===== src/include/ged_pkg.sv =====
// Purpose: Constants and types for the GPIO edge detect and pin interrupt block.
// Assumes: APB slave with 32-bit data; each register sits in one aligned word at four times its index.
// Notes: Port 0 occupies bits 7:0 and port 1 bits 15:8 of every 16-bit pin vector.
package ged_pkg;

    // ==========================================================
    // Widths
    // ==========================================================
    localparam int DATA_W = 32;           // APB data width.
    localparam int ADDR_W = 18;           // Enough for four times the highest index.
    localparam int PORT_W = 8;            // Pins per port.
    localparam int NPORT = 2;             // Number of ports.
    localparam int PIN_W = PORT_W * NPORT;// All pins together.
    localparam int SYNC_STAGES = 2;       // Flip-flops in each pin synchroniser.

    // ==========================================================
    // Register indices and byte addresses
    // ==========================================================
    localparam logic [15:0] IDX_P0_RISE = 16'hA028;
    localparam logic [15:0] IDX_P1_RISE = 16'hA029;
    localparam logic [15:0] IDX_IRQ_EN = 16'hA02A;
    localparam logic [15:0] IDX_P0_FALL = 16'hA038;
    localparam logic [15:0] IDX_P1_FALL = 16'hA039;
    localparam logic [ADDR_W-1:0] ADDR_P0_RISE = {IDX_P0_RISE, 2'h0};
    localparam logic [ADDR_W-1:0] ADDR_P1_RISE = {IDX_P1_RISE, 2'h0};
    localparam logic [ADDR_W-1:0] ADDR_IRQ_EN = {IDX_IRQ_EN, 2'h0};
    localparam logic [ADDR_W-1:0] ADDR_P0_FALL = {IDX_P0_FALL, 2'h0};
    localparam logic [ADDR_W-1:0] ADDR_P1_FALL = {IDX_P1_FALL, 2'h0};

    // ==========================================================
    // Reset values and field positions
    // ==========================================================
    localparam logic [PIN_W-1:0] PIN_RST = 16'h0000;   // Enables and flags after reset.
    localparam logic [NPORT-1:0] IRQEN_RST = 2'h0;     // Port interrupt enables after reset.
    localparam logic [DATA_W-1:0] DATA_ZERO = 32'h0000_0000;
    localparam int P0_LSB = 0;            // Port 0 slice base.
    localparam int P1_LSB = 8;            // Port 1 slice base.

    // Decoded register selection.
    typedef enum logic [2:0] {
        SEL_NONE,
        SEL_P0_RISE,
        SEL_P1_RISE,
        SEL_P0_FALL,
        SEL_P1_FALL,
        SEL_IRQ_EN
    } ged_sel_t;

endpackage


===== src/rtl/ged_sync.sv =====
// Purpose: Two-stage synchroniser for the sixteen port pins.
// Assumes: Pins are asynchronous to sys_clk.
// Notes: The first stage is read by the second stage only.
`timescale 1ns/1ps

module ged_sync
(
    sys_clk,
    sys_rst,
    clkEn,
    pinsIn,
    pinsSync
);
    input wire logic sys_clk;
    input wire logic sys_rst;
    input wire logic clkEn;
    input wire logic [ged_pkg::PIN_W-1:0] pinsIn;
    output logic [ged_pkg::PIN_W-1:0] pinsSync;

    // Both stages held as one state word.
    typedef struct packed
    {
        logic [ged_pkg::PIN_W-1:0] meta;  // First stage, may be metastable.
        logic [ged_pkg::PIN_W-1:0] stable;// Second stage, safe to read.
    } ged_sync_t;

    ged_sync_t st_r;   // Registered state.
    ged_sync_t st_nxt; // Next state.

    // ==========================================================
    // Next state
    // ==========================================================
    // Each pin passes two flops before anything looks at it.
    always_comb
    begin
        st_nxt = st_r;
        st_nxt.meta = pinsIn;
        st_nxt.stable = st_r.meta;
    end

    // Clock enable freezes the chain, so a slow pin is simply sampled later.
    always_ff @(posedge sys_clk or posedge sys_rst)
    begin
        if (sys_rst)
        begin
            st_r <= '0;
        end
        else if (clkEn)
        begin
            st_r <= st_nxt;
        end
    end

    assign pinsSync = st_r.stable;

    // Two enabled edges bring a pin value to the output.
    chk_sync_delay: assert property (@(posedge sys_clk) disable iff (sys_rst)
        (clkEn ##1 clkEn) |=> (pinsSync == $past(pinsIn, 2)))
        else $error("Synchronised pins do not follow the inputs after two edges.");

endmodule


===== src/rtl/ged_top.sv =====
// Purpose: Edge detection and pin interrupt for GPIO ports 0 and 1, with an APB register slave.
// Assumes: Zero-wait APB while clkEn is high; pin inputs asynchronous to sys_clk; clkEn low freezes all state.
// Notes: Read data is captured in the setup cycle, so a read shows the flags as they stood then.
`timescale 1ns/1ps

module ged_top
(
    sys_clk,
    sys_rst,
    clkEn,
    psel,
    penable,
    pwrite,
    paddr,
    pwdata,
    pstrb,
    prdata,
    pready,
    pslverr,
    port0Pins,
    port1Pins,
    port0Irq,
    port1Irq,
    wakeEvent
);
    input wire logic sys_clk;
    input wire logic sys_rst;
    input wire logic clkEn;
    input wire logic psel;
    input wire logic penable;
    input wire logic pwrite;
    input wire logic [ged_pkg::ADDR_W-1:0] paddr;
    input wire logic [ged_pkg::DATA_W-1:0] pwdata;
    input wire logic [3:0] pstrb;
    output logic [ged_pkg::DATA_W-1:0] prdata;
    output logic pready;
    output logic pslverr;
    input wire logic [ged_pkg::PORT_W-1:0] port0Pins;
    input wire logic [ged_pkg::PORT_W-1:0] port1Pins;
    output logic port0Irq;
    output logic port1Irq;
    output logic wakeEvent;

    // ==========================================================
    // State
    // ==========================================================
    // Every flop of the block outside the synchroniser lives in this one word.
    typedef struct packed
    {
        logic [ged_pkg::PIN_W-1:0] riseEn;   // Rising detection enables, both ports.
        logic [ged_pkg::PIN_W-1:0] fallEn;   // Falling detection enables, both ports.
        logic [ged_pkg::PIN_W-1:0] riseFlag; // Sticky rising flags.
        logic [ged_pkg::PIN_W-1:0] fallFlag; // Sticky falling flags.
        logic [ged_pkg::NPORT-1:0] irqEn;    // Per-port pin interrupt enables.
        logic [ged_pkg::PIN_W-1:0] pinPrev;  // Previous synchronised sample.
        logic [ged_pkg::DATA_W-1:0] rdData;  // Read data captured at setup.
        logic rdErr;                         // Error captured at setup.
        logic rdValid;                       // Read data captured for the transfer under way.
        logic [ged_pkg::NPORT-1:0] irqOut;   // Registered port interrupts.
        logic wake;                          // Registered wake-up pulse.
    } ged_state_t;

    ged_state_t st_r;   // Registered state.
    ged_state_t st_nxt; // Next state.

    logic [ged_pkg::PIN_W-1:0] pinsSync; // Synchronised pins.
    logic [ged_pkg::PIN_W-1:0] riseEv;   // Enabled rising edges this cycle.
    logic [ged_pkg::PIN_W-1:0] fallEv;   // Enabled falling edges this cycle.
    logic [ged_pkg::NPORT-1:0] portAny;  // Any flag set, per port.
    ged_pkg::ged_sel_t regSel;           // Decoded register.
    logic setupPh;                       // Read capture due: setup, or access after a frozen setup edge.
    logic accessPh;                      // APB access cycle.
    logic wrStrobe;                      // Write takes effect on this edge.

    // ==========================================================
    // Functions
    // ==========================================================
    // Address decode, used for both read capture and write.
    function automatic ged_pkg::ged_sel_t decode_addr(input logic [ged_pkg::ADDR_W-1:0] a);
        ged_pkg::ged_sel_t s;
        s = ged_pkg::SEL_NONE;
        if (a == ged_pkg::ADDR_P0_RISE)
        begin
            s = ged_pkg::SEL_P0_RISE;
        end
        else if (a == ged_pkg::ADDR_P1_RISE)
        begin
            s = ged_pkg::SEL_P1_RISE;
        end
        else if (a == ged_pkg::ADDR_P0_FALL)
        begin
            s = ged_pkg::SEL_P0_FALL;
        end
        else if (a == ged_pkg::ADDR_P1_FALL)
        begin
            s = ged_pkg::SEL_P1_FALL;
        end
        else if (a == ged_pkg::ADDR_IRQ_EN)
        begin
            s = ged_pkg::SEL_IRQ_EN;
        end
        return s;
    endfunction

    // Mask of the bits cleared by a write of zero to one port slice.
    // Bits written one leave their flag alone; other ports are untouched.
    function automatic logic [ged_pkg::PIN_W-1:0] clear_mask(input logic hit, input int base,
        input logic [ged_pkg::PORT_W-1:0] wd);
        logic [ged_pkg::PIN_W-1:0] m;
        m = '0;
        if (hit)
        begin
            m[base +: ged_pkg::PORT_W] = ~wd;
        end
        return m;
    endfunction

    // ==========================================================
    // Pin synchroniser
    // ==========================================================
    // Pins are asynchronous, so they are re-timed before edge detection.
    ged_sync u_sync
    (
        .sys_clk(sys_clk),
        .sys_rst(sys_rst),
        .clkEn(clkEn),
        .pinsIn({port1Pins, port0Pins}),
        .pinsSync(pinsSync)
    );

    // ==========================================================
    // Edge detection
    // ==========================================================
    // Each port has its own rising and falling detectors and flags.
    genvar gp;
    generate
        for (gp = 0; gp < ged_pkg::NPORT; gp++)
        begin : g_port
            localparam int LSB = gp * ged_pkg::PORT_W;
            // Compare current and previous sample, gated by the enables.
            assign riseEv[LSB +: ged_pkg::PORT_W] = pinsSync[LSB +: ged_pkg::PORT_W]
                & ~st_r.pinPrev[LSB +: ged_pkg::PORT_W] & st_r.riseEn[LSB +: ged_pkg::PORT_W];
            assign fallEv[LSB +: ged_pkg::PORT_W] = ~pinsSync[LSB +: ged_pkg::PORT_W]
                & st_r.pinPrev[LSB +: ged_pkg::PORT_W] & st_r.fallEn[LSB +: ged_pkg::PORT_W];
            // Either kind of flag on the port counts toward its interrupt.
            assign portAny[gp] = |(st_r.riseFlag[LSB +: ged_pkg::PORT_W] | st_r.fallFlag[LSB +: ged_pkg::PORT_W]);
        end
    endgenerate

    // ==========================================================
    // APB phase decode
    // ==========================================================
    // No wait states while clkEn is high. A frozen clock holds pready low so no write is lost, and if it
    // froze the setup edge, pready also waits one enabled edge so that the read data is captured fresh.
    assign regSel = decode_addr(paddr);
    assign setupPh = psel & ~st_r.rdValid;
    assign accessPh = psel & penable;
    assign pready = accessPh & clkEn & st_r.rdValid;
    // A write lands only at the edge that completes the transfer.
    assign wrStrobe = pready & pwrite & pstrb[0];

    // ==========================================================
    // Next-state logic
    // ==========================================================
    always_comb
    begin
        logic [ged_pkg::PIN_W-1:0] riseClr;
        logic [ged_pkg::PIN_W-1:0] fallClr;
        riseClr = '0;
        fallClr = '0;
        st_nxt = st_r;

        // Keep the last sample for the next comparison.
        st_nxt.pinPrev = pinsSync;

        // Register writes load enables; a zero bit in a rising or falling enable also requests a flag clear.
        if (wrStrobe)
        begin
            unique case (regSel)
                ged_pkg::SEL_P0_RISE:
                begin
                    st_nxt.riseEn[ged_pkg::P0_LSB +: ged_pkg::PORT_W] = pwdata[ged_pkg::PORT_W-1:0];
                end
                ged_pkg::SEL_P1_RISE:
                begin
                    st_nxt.riseEn[ged_pkg::P1_LSB +: ged_pkg::PORT_W] = pwdata[ged_pkg::PORT_W-1:0];
                end
                ged_pkg::SEL_P0_FALL:
                begin
                    st_nxt.fallEn[ged_pkg::P0_LSB +: ged_pkg::PORT_W] = pwdata[ged_pkg::PORT_W-1:0];
                end
                ged_pkg::SEL_P1_FALL:
                begin
                    st_nxt.fallEn[ged_pkg::P1_LSB +: ged_pkg::PORT_W] = pwdata[ged_pkg::PORT_W-1:0];
                end
                ged_pkg::SEL_IRQ_EN:
                begin
                    st_nxt.irqEn = pwdata[ged_pkg::NPORT-1:0];
                end
                ged_pkg::SEL_NONE:
                begin
                    // Unmapped writes change nothing.
                    st_nxt.irqEn = st_r.irqEn;
                end
            endcase
            // Zero in a rising enable bit clears that rising flag.
            riseClr = clear_mask(regSel == ged_pkg::SEL_P0_RISE, ged_pkg::P0_LSB, pwdata[ged_pkg::PORT_W-1:0])
                | clear_mask(regSel == ged_pkg::SEL_P1_RISE, ged_pkg::P1_LSB, pwdata[ged_pkg::PORT_W-1:0]);
            // Zero in a falling enable bit clears that falling flag.
            fallClr = clear_mask(regSel == ged_pkg::SEL_P0_FALL, ged_pkg::P0_LSB, pwdata[ged_pkg::PORT_W-1:0])
                | clear_mask(regSel == ged_pkg::SEL_P1_FALL, ged_pkg::P1_LSB, pwdata[ged_pkg::PORT_W-1:0]);
        end

        // Flags stick until cleared; a new edge in the clearing cycle wins.
        st_nxt.riseFlag = (st_r.riseFlag & ~riseClr) | riseEv;
        st_nxt.fallFlag = (st_r.fallFlag & ~fallClr) | fallEv;

        // Port interrupt is the OR of its flags, gated by its enable.
        st_nxt.irqOut = portAny & st_r.irqEn;

        // Any enabled edge also wakes the CPU in the same step.
        st_nxt.wake = |(riseEv | fallEv);

        // Marks the capture as done until the transfer completes; idle clears it.
        st_nxt.rdValid = psel & ~pready;

        // Read data is sampled in setup so prdata comes straight from a flop in access.
        if (setupPh)
        begin
            st_nxt.rdData = ged_pkg::DATA_ZERO;
            st_nxt.rdErr = 1'b0;
            unique case (regSel)
                ged_pkg::SEL_P0_RISE:
                begin
                    st_nxt.rdData[ged_pkg::PORT_W-1:0] = st_r.riseFlag[ged_pkg::P0_LSB +: ged_pkg::PORT_W];
                end
                ged_pkg::SEL_P1_RISE:
                begin
                    st_nxt.rdData[ged_pkg::PORT_W-1:0] = st_r.riseFlag[ged_pkg::P1_LSB +: ged_pkg::PORT_W];
                end
                ged_pkg::SEL_P0_FALL:
                begin
                    st_nxt.rdData[ged_pkg::PORT_W-1:0] = st_r.fallFlag[ged_pkg::P0_LSB +: ged_pkg::PORT_W];
                end
                ged_pkg::SEL_P1_FALL:
                begin
                    st_nxt.rdData[ged_pkg::PORT_W-1:0] = st_r.fallFlag[ged_pkg::P1_LSB +: ged_pkg::PORT_W];
                end
                ged_pkg::SEL_IRQ_EN:
                begin
                    st_nxt.rdData[ged_pkg::NPORT-1:0] = st_r.irqEn;
                end
                ged_pkg::SEL_NONE:
                begin
                    // Unmapped address reads zero and reports an error.
                    st_nxt.rdErr = 1'b1;
                end
            endcase
        end
    end

    // ==========================================================
    // State register
    // ==========================================================
    // Everything clears to zero, so enables are off and flags clear.
    always_ff @(posedge sys_clk or posedge sys_rst)
    begin
        if (sys_rst)
        begin
            st_r <= '0;
        end
        else if (clkEn)
        begin
            st_r <= st_nxt;
        end
    end

    // ==========================================================
    // Outputs
    // ==========================================================
    // Read data and error are held only during the access phase to keep the bus quiet otherwise.
    assign prdata = accessPh ? st_r.rdData : ged_pkg::DATA_ZERO;
    assign pslverr = accessPh & st_r.rdErr;
    assign port0Irq = st_r.irqOut[0];
    assign port1Irq = st_r.irqOut[1];
    assign wakeEvent = st_r.wake;

    // ==========================================================
    // Checks
    // ==========================================================
    chk_rise_sets_flag: assert property (@(posedge sys_clk) disable iff (sys_rst)
        (clkEn && riseEv != '0) |=> ((st_r.riseFlag & $past(riseEv)) == $past(riseEv)))
        else $error("Enabled rising edge did not set its flag.");

    chk_fall_sets_flag: assert property (@(posedge sys_clk) disable iff (sys_rst)
        (clkEn && fallEv != '0) |=> ((st_r.fallFlag & $past(fallEv)) == $past(fallEv)))
        else $error("Enabled falling edge did not set its flag.");

    chk_rise_needs_enable: assert property (@(posedge sys_clk) disable iff (sys_rst)
        1'b1 |=> ((st_r.riseFlag & ~$past(st_r.riseFlag) & ~$past(st_r.riseEn)) == '0))
        else $error("Rising flag set on a pin with detection off.");

    chk_fall_needs_enable: assert property (@(posedge sys_clk) disable iff (sys_rst)
        1'b1 |=> ((st_r.fallFlag & ~$past(st_r.fallFlag) & ~$past(st_r.fallEn)) == '0))
        else $error("Falling flag set on a pin with detection off.");

    chk_flag_sticky: assert property (@(posedge sys_clk) disable iff (sys_rst)
        !(pready && pwrite) |=> ((st_r.riseFlag & $past(st_r.riseFlag)) == $past(st_r.riseFlag)))
        else $error("Rising flag dropped without a clearing write.");

    chk_rise_clear: assert property (@(posedge sys_clk) disable iff (sys_rst)
        (pready && wrStrobe && regSel == ged_pkg::SEL_P0_RISE)
        |=> ((st_r.riseFlag[7:0] & ~$past(pwdata[7:0]) & ~$past(riseEv[7:0])) == 8'h00))
        else $error("Writing zero to a rising enable left its flag set.");

    chk_fall_clear: assert property (@(posedge sys_clk) disable iff (sys_rst)
        (pready && wrStrobe && regSel == ged_pkg::SEL_P1_FALL)
        |=> ((st_r.fallFlag[15:8] & ~$past(pwdata[7:0]) & ~$past(fallEv[15:8])) == 8'h00))
        else $error("Writing zero to a falling enable left its flag set.");

    chk_irq_follows: assert property (@(posedge sys_clk) disable iff (sys_rst)
        clkEn |=> (port0Irq == ($past(portAny[0]) && $past(st_r.irqEn[0]))))
        else $error("Port 0 interrupt does not follow its flags and enable.");

    chk_irq1_follows: assert property (@(posedge sys_clk) disable iff (sys_rst)
        clkEn |=> (port1Irq == ($past(portAny[1]) && $past(st_r.irqEn[1]))))
        else $error("Port 1 interrupt does not follow its flags and enable.");

    chk_wake_pulse: assert property (@(posedge sys_clk) disable iff (sys_rst)
        (clkEn && (riseEv | fallEv) != '0) |=> wakeEvent)
        else $error("Enabled edge did not raise the wake-up pulse.");

    chk_reset_zero: assert property (@(posedge sys_clk)
        $fell(sys_rst) |-> (st_r.riseEn == '0 && st_r.fallEn == '0 && st_r.riseFlag == '0 && st_r.fallFlag == '0))
        else $error("Edge registers not zero after reset.");

endmodule


===== config.mk =====
export PLATFORM = sky130hd
export DESIGN_NAME = ged_top
export DESIGN_NICKNAME = d
export VERILOG_FILES = /design/src/include/ged_pkg.sv /design/src/rtl/ged_sync.sv /design/src/rtl/ged_top.sv
export SDC_FILE = /design/constraint.sdc
export NUM_CORES = 1
export LEC_CHECK = 0
export BUFFER_PORTS_ARGS = -buffer_cell sky130_fd_sc_hd__buf_2
export CAP_MARGIN = 20
export CORE_MARGIN = 3
export CORE_UTILIZATION = 25
export DETAILED_ROUTE_END_ITERATION = 16
export PLACE_DENSITY = 0.42
export SETUP_SLACK_MARGIN = 0.05
export SLEW_MARGIN = 20
export SYNTH_ARGS = -nofsm -noshare
export SYNTH_HDL_FRONTEND = slang
export SYNTH_SLANG_ARGS = --single-unit

===== constraint.sdc =====
create_clock -name sys_clk -period 3.9 [get_ports sys_clk]
set_input_delay 0.78 -clock sys_clk [delete_from_list [all_inputs] [get_ports sys_clk]]
set_output_delay 0.78 -clock sys_clk [all_outputs]
set_load 0.02 [all_outputs]

==> results.py, run 1 <==
metrics = {
    "outcome": {
        "status": "complete, no violations",
    },
    "setup_path": {
        "critical_path_class": "in -> reg",
        "critPathSlowestCell": "or4b_1",
        "crit_buf_inv": 1,
        "start_kind": "input pin",
        "critPathTopFamily": "simple AND/OR/NAND/NOR gates",
        "cp_cell_sequence": "buf_2 > or4b_1 > nor3_4 > nand4_4 > o21ai_0 > o21ai_0",
        "cp.arrival_ns": 2.77,
        "endpoint_kind": "flip-flop",
        "crit_top_cell": "o21ai_0",
        "required_ns": 4.16,
        "slowest_delay_ns": 0.60,
        "crit_fanout": 16,
    },
    "clock_network": {
        "postCtsSetupBuffers": 0,
        "clockBufferDepth": 2,
        "htree_levels": 4,
        "holdBufCountCts": 0,
        "numCtsBuffers": 17,
        "clock_latency_ns": 0.42,
        "clock_sinks": 127,
        "post_cts_resized": 0,
        "clock-root-buffer": "clkbuf_16",
        "clk_pin_slew_ns": 0.06,
        "cts_tree": "done",
    },
    "global_route": {
        "grt.overflow.total": 0,
        "grt_max_degree": 49,
        "grt_pass1_wl_um": 23130,
        "grt.total_usage_pct": 12.15,
        "grt_pass1_vias": 3983,
        "antenna_found_initial": 0,
    },
    "cells_and_area": {
        "fin_nets": 611,
        "layout_common_cells": "dfrtp_1 (127), mux2_2 (78), buf_2 (61)",
        "final_common_cell": "dfrtp_1",
        "final_layout_size_suffix_gt1_share_pct": 35.58,
        "area_delta_synth_final_pct": 19.63,
        "antenna_cells": 0,
    },
    "placed_design": {
        "dpl.hpwl_um": 10310,
        "gp_congestion": 0.8191,
        "port_buffers": 61,
        "place_ws_ns": 0.9505,
    },
    "detailed_routing": {
        "vias_per_cell": 4.600,
        "met1_length_um": 7115,
        "drtAntennaViolNets": 0,
        "dr_wl_met2_um": 6216,
        "drcViolationCount": 0,
        "wl_um": 14570,
        "wl_met3_um": 1028,
        "first_iter_violations": 217,
        "dr.pass1.iters": 4,
        "detail_route.wl_per_cell_um": 16.93,
        "top_layer": "met4",
        "num_vias": 3961,
    },
    "yosys": {
        "synth_xor_area_share_pct": 0,
        "synth-simple-area-share_pct": 11.55,
        "synth.avg_cell_area_um2": 12.33,
        "synthAdderAreaFrac_pct": 0,
        "ys.flop_type": "dfrtp_1",
        "synthArstFlopShare_pct": 100.0,
        "synth_seq_cells": 127,
        "synth_top_area_cell": "dfrtp_1",
        "yosys.cell_types.count": 40,
        "synth_edf_count": 0,
        "synthCells": 472,
        "syn_area_mm2": 0.005818,
        "netlist.area_leader.share_pct": 54.62,
        "synth_top_family_by_area": "multiplexers",
        "ys_warn_count": 0,
        "synth-compound-area-share_pct": 9.204,
        "ys_seq_area_share_pct": 54.62,
        "synth_area_leaders": "dfrtp_1 (55%), mux2_2 (15%), o21ai_0 (5.0%)",
        "synth.area.mux_share_pct": 19.18,
    },
    "timing": {
        "min_period_ns": 2.513,
        "min_period_over_period_pct": 64.44,
        "worst_pin_slew_ns": 1.007,
        "max_freq_mhz": 397.9,
        "rsz0062_at_grt": "false",
        "slew_headroom_pct": 32.77,
        "fin_skew_ns": 0.006625,
        "final_hold_viol_count": 0,
        "worst_slack_ns": 1.387,
        "finalMaxSlewViolations": 0,
        "whs_ns": 0.4290,
        "setup_viol": 0,
        "fin_tns_setup_ns": 0,
    },
    "die": {
        "start_util_pct": 25.54,
        "core.rowCount": 55,
        "dieArea_mm2": 0.02514,
        "die_h_um": 158.6,
        "num_io_pins": 113,
        "die_x_um": 158.6,
        "coreArea_mm2": 0.02278,
    },
    "power_and_ir_drop": {
        "p_int_mw": 2.489,
        "ir_drop_mv": 0.2921,
        "combinationalPowerShare_pct": 7.5,
        "p_seq_share_pct": 44.7,
        "power_frac_clock_pct": 47.8,
        "sw_frac_of_total_pct": 26.03,
        "p_per_area_mw_per_mm2": 483.4,
        "netSwitchingPower_mw": 0.8760,
        "leakagePower_nw": 3.110,
        "p_total_mw": 3.365,
    },
    "hold_path": {
        "hold_path_class": "in -> async",
    },
    "flow_run": {
        "maxCapViolCount": 0,
    },
}
==> layout make-up <==
cell class                      count  area [µm²]
Multi-Input combinational cell    317        2414
Clock inverter                     15       173.9
Clock buffer                       17       425.4
Fill cell                        2302       15820
Sequential cell                   127        3178
Tap cell                          313       391.6
Timing Repair Buffer               65       347.8
Inverter                            7       30.03
==> power by group through the flow <==
stage | Sequential, mW | Combinational (mW) | Clock [mW]
global placement | 1.52 | 0.251 | 0
CTS | 1.50 | 0.259 | 1.65
finish | 1.50 | 0.253 | 1.61
floorplan | 1.49 | 0.201 | 0
detailed placement | 1.53 | 0.257 | 0
global route | 1.52 | 0.283 | 1.71
==> cells in the mapped netlist (all sizes together), types with 6 or more instances <==
master	number
nor3	6
dfrtp	127
nand2	35
and3	9
buf	31
o31ai	16
mux2	84
o21ai	58
nand3	10
mux2i	8
clkbuf	13
inv	7
nand3b	15
nand4	8
o22ai	9
nor4	9
==> path summary, 6_finish.rpt <==
| check | end | startpoint | cells after the start | slack (ns) |
|---|---|---|---|---|
| setup / recovery | st_r[59]$_DFFE_PP0P_ | paddr[10] | 6 | 1.39 |
| hold / removal | u_sync.pinsSync[0]$_DFFE_PP0P_ | sys_rst | 2 | 0.43 |
| setup reg to reg | st_r[80]$_DFFE_PP0P_ | st_r[3]$_DFFE_PP0P_ | 5 | 1.79 |
| hold reg to reg | st_r[8]$_DFFE_PP0P_ | st_r[8]$_DFFE_PP0P_ | 2 | 0.47 |
| max in group asynchronous | st_r[12]$_DFFE_PP0P_ | sys_rst | 3 | 2.71 |
| min in group sys_clk | st_r[8]$_DFFE_PP0P_ | st_r[8]$_DFFE_PP0P_ | 2 | 0.47 |
==> flip-flops by register name (all words and copies together), names as in the netlist <==
| register | flops |
|---|---|
| u_sync.pinsSync | 16 |
| st_r | 92 |
| wakeEvent | 1 |
| port1Irq | 1 |
| port0Irq | 1 |
| u_sync.st_nxt | 16 |
==> routing by layer <==
metal	vias to the layer above	track usage (%)
met1	1981	17.26
met3	17	3.316
li1	1828	-
met5	-	0
met2	135	18.04
met4	0	3.810
==> kinds of logic (layout without fill, tap and decap cells) <==
family	count (synthesis)	count (layout)
AO/OA/AOI/OAI	92	92
buffers and inverters	51	104
flip-flops	127	127
multiplexers	95	95
other	1	24
AND/OR/NAND/NOR	106	106
==> metrics by stage <==
step | cell area [µm²] | cells | utilization [%]
finish | 6960 | 861 | 30.56
global route | 6960 | 861 | 30.56
CTS | 6960 | 861 | 30.56
detailed placement | 6361 | 829 | 27.93
global placement | 6361 | 829 | 27.93
floorplan | 5908 | 495 | -
==> worst register-to-register path: cells and delay by family (launching register included) <==
| family | cells | cell delay (ns) |
|---|---|---|
| simple gates | 3 | 1.20 |
| compound gates | 2 | 0.40 |
| flops | 1 | 0.36 |
No activity file was read; power rests on OpenSTA's default activity.
==> run 2: changes to the inputs <==
--- a/config.mk
+++ b/config.mk
@@ -10,7 +10,7 @@
 export CORE_MARGIN = 3
 export CORE_UTILIZATION = 25
 export DETAILED_ROUTE_END_ITERATION = 16
-export PLACE_DENSITY = 0.42
+export PLACE_DENSITY = 0.4
 export SETUP_SLACK_MARGIN = 0.05
 export SLEW_MARGIN = 20
 export SYNTH_ARGS = -nofsm -noshare
==> constraint.sdc (replaced) <==
create_clock -name sys_clk -period 2.45 [get_ports sys_clk]
set_input_delay 0.49 -clock sys_clk [delete_from_list [all_inputs] [get_ports sys_clk]]
set_output_delay 0.49 -clock sys_clk [all_outputs]
set_load 0.02 [all_outputs]
==> run 2 against run 1 <==
- sequential share of layout area is 0.70 points lower
- via count up 0.33%
- sequential power rose by 59%
- die area unchanged
- largest cell class unchanged
==> results.py, run 2 (synthesis results as in run 1) <==
metrics = {
    "outcome": {
        "status": "complete, no violations",
    },
    "die": {
        "die_x_um": 158.6,
        "start_util_pct": 25.54,
        "dieArea_mm2": 0.02514,
        "coreArea_mm2": 0.02278,
        "die_h_um": 158.6,
        "core.rowCount": 55,
        "num_io_pins": 113,
    },
    "clock_network": {
        "numCtsBuffers": 17,
        "clk_pin_slew_ns": 0.06,
        "post_cts_resized": 0,
        "postCtsSetupBuffers": 0,
        "htree_levels": 4,
        "clock_sinks": 127,
        "cts_tree": "done",
        "clock-root-buffer": "clkbuf_16",
        "clock_latency_ns": 0.41,
        "clockBufferDepth": 2,
        "holdBufCountCts": 0,
    },
    "placed_design": {
        "placed_cells": 840,
        "port_buffers": 61,
        "dpl_cell_area_mm2": 0.006519,
        "dpl.hpwl_um": 9936,
        "gp_congestion": 0.7766,
    },
    "detailed_routing": {
        "wl_um": 14570,
        "drcViolationCount": 0,
        "num_vias": 3974,
        "top_layer": "met4",
        "detail_route.wl_per_cell_um": 16.72,
        "met1_length_um": 7231,
        "dr.pass1.iters": 4,
        "dr_wl_met2_um": 6410,
        "drtAntennaViolNets": 0,
        "wl_met3_um": 784,
        "vias_per_cell": 4.563,
        "first_iter_violations": 162,
    },
    "timing": {
        "setup_viol": 0,
        "rsz0062_at_grt": "false",
        "slew_headroom_pct": 52.19,
        "fin_skew_ns": 0.007352,
        "fin_tns_setup_ns": 0,
        "final_hold_viol_count": 0,
        "min_period_ns": 1.887,
        "min_period_over_period_pct": 77.02,
        "max_freq_mhz": 529.9,
        "worst_pin_slew_ns": 0.7172,
        "finalMaxSlewViolations": 0,
    },
    "flow_run": {
        "maxCapViolCount": 0,
    },
    "global_route": {
        "grt_pass1_vias": 4000,
        "antenna_found_initial": 0,
        "grt.total_usage_pct": 12.17,
        "grt_pass1_wl_um": 23100,
        "grt_max_degree": 128,
        "grt.overflow.total": 0,
    },
    "power_and_ir_drop": {
        "p_per_area_mw_per_mm2": 727.1,
        "leakagePower_nw": 3.164,
        "p_total_mw": 5.140,
        "ir_drop_mv": 0.4289,
    },
    "setup_path": {
        "start_kind": "input pin",
        "cp.arrival_ns": 2.17,
        "endpoint_kind": "flip-flop",
        "crit_fanout": 16,
        "crit_buf_inv": 3,
        "critPathTopFamily": "simple AND/OR/NAND/NOR gates",
        "slowest_delay_ns": 0.58,
        "cp_cell_sequence": "buf_2 > or4b_4 > nor3b_4 > buf_4 > nand3_4 > buf_12 > mux2_4",
        "critPathSlowestCell": "or4b_4",
        "critical_path_class": "in -> reg",
        "required_ns": 2.74,
    },
    "cells_and_area": {
        "regMostFlops": "st_r",
        "instances_no_fill": 871,
        "fin_nets": 622,
        "area_delta_synth_final_pct": 21.51,
        "postLayoutCellArea_mm2": 0.007069,
        "final_common_cell": "dfrtp_1",
        "layout_common_cells": "dfrtp_1 (127), mux2_2 (78), buf_2 (61)",
        "antenna_cells": 0,
        "largest_register_ffs": 92,
        "post-route-util_pct": 31.04,
        "final_layout_size_suffix_gt1_share_pct": 36.20,
    },
    "hold_path": {
        "hold_path_class": "in -> async",
    },
}
## run 2: cell types whose count changed in the layout (fill, tap and decap cells not counted)
| cell | delta |
|---|---|
| buf_12 | +6 |
| buf_4 | +5 |
| bufinv_16 | -1 |
| clkbuf_1 | +3 |
| clkbuf_8 | +2 |
| clkinv_2 | +2 |
| clkinv_4 | -4 |
| clkinvlp_4 | +3 |
| inv_6 | -5 |
| inv_8 | -1 |
## run 2: worst min-delay path, delay by kind of cell
| family | cells | cell delay [ns] |
|---|---|---|
| buf+inv | 3 | 0.65 |
## run 2: through the flow
stage,setup WS (ns),hold slack (ns)
3_5_place_dp,0.1497,0.4641
3_3_place_gp,0.1561,0.4537
5_1_grt,0.4671,0.2899
4_1_cts,0.5753,0.2840
2_1_floorplan,0.2190,0.4305
6_report,0.5629,0.2501
## run 2: power by group
| part | leakage [nW] | internal [mW] | switching, mW |
|---|---|---|---|
| Clock | 0.255 | 1.44 | 0.901 |
| Combinational | 1.32 | 0.190 | 0.215 |
| Sequential | 1.59 | 2.25 | 0.145 |
| Total | 3.16 | 3.88 | 1.26 |
## run 2: final timing paths
| check | from | slack, ns | end | cells past startpoint |
|---|---|---|---|---|
| max reg2reg | st_r[3]$_DFFE_PP0P_ | 0.77 | st_r[63]$_DFFE_PP0P_ | 6 |
| max | paddr[16] | 0.56 | st_r[111]$_DFFE_PP0P_ | 7 |
| min reg2reg | st_r[11]$_DFFE_PP0P_ | 0.47 | st_r[11]$_DFFE_PP0P_ | 2 |
| min in group sys_clk | port0Pins[1] | 0.31 | u_sync.st_nxt[1]$_DFFE_PP0P_ | 2 |
| max in group asynchronous | sys_rst | 1.64 | u_sync.pinsSync[3]$_DFFE_PP0P_ | 3 |
| min | sys_rst | 0.25 | u_sync.st_nxt[1]$_DFFE_PP0P_ | 3 |
## run 2: final cells by class
type / instances / area (µm²)
fillers: 2342 / 15710
multi-input cells: 317 / 2414
flip-flops and latches: 127 / 3178
inverters: 7 / 30.03
well taps: 313 / 391.6
clock inverters: 9 / 86.33
repair buffers: 76 / 505.5
clock buffers: 22 / 464.2
## run 2: metal layers
layer | up-vias | global-route usage (%)
li1 | 1844 | -
met1 | 2004 | 17.34
met2 | 116 | 18.32
met3 | 10 | 3.126
met4 | 0 | 3.441
met5 | - | 0
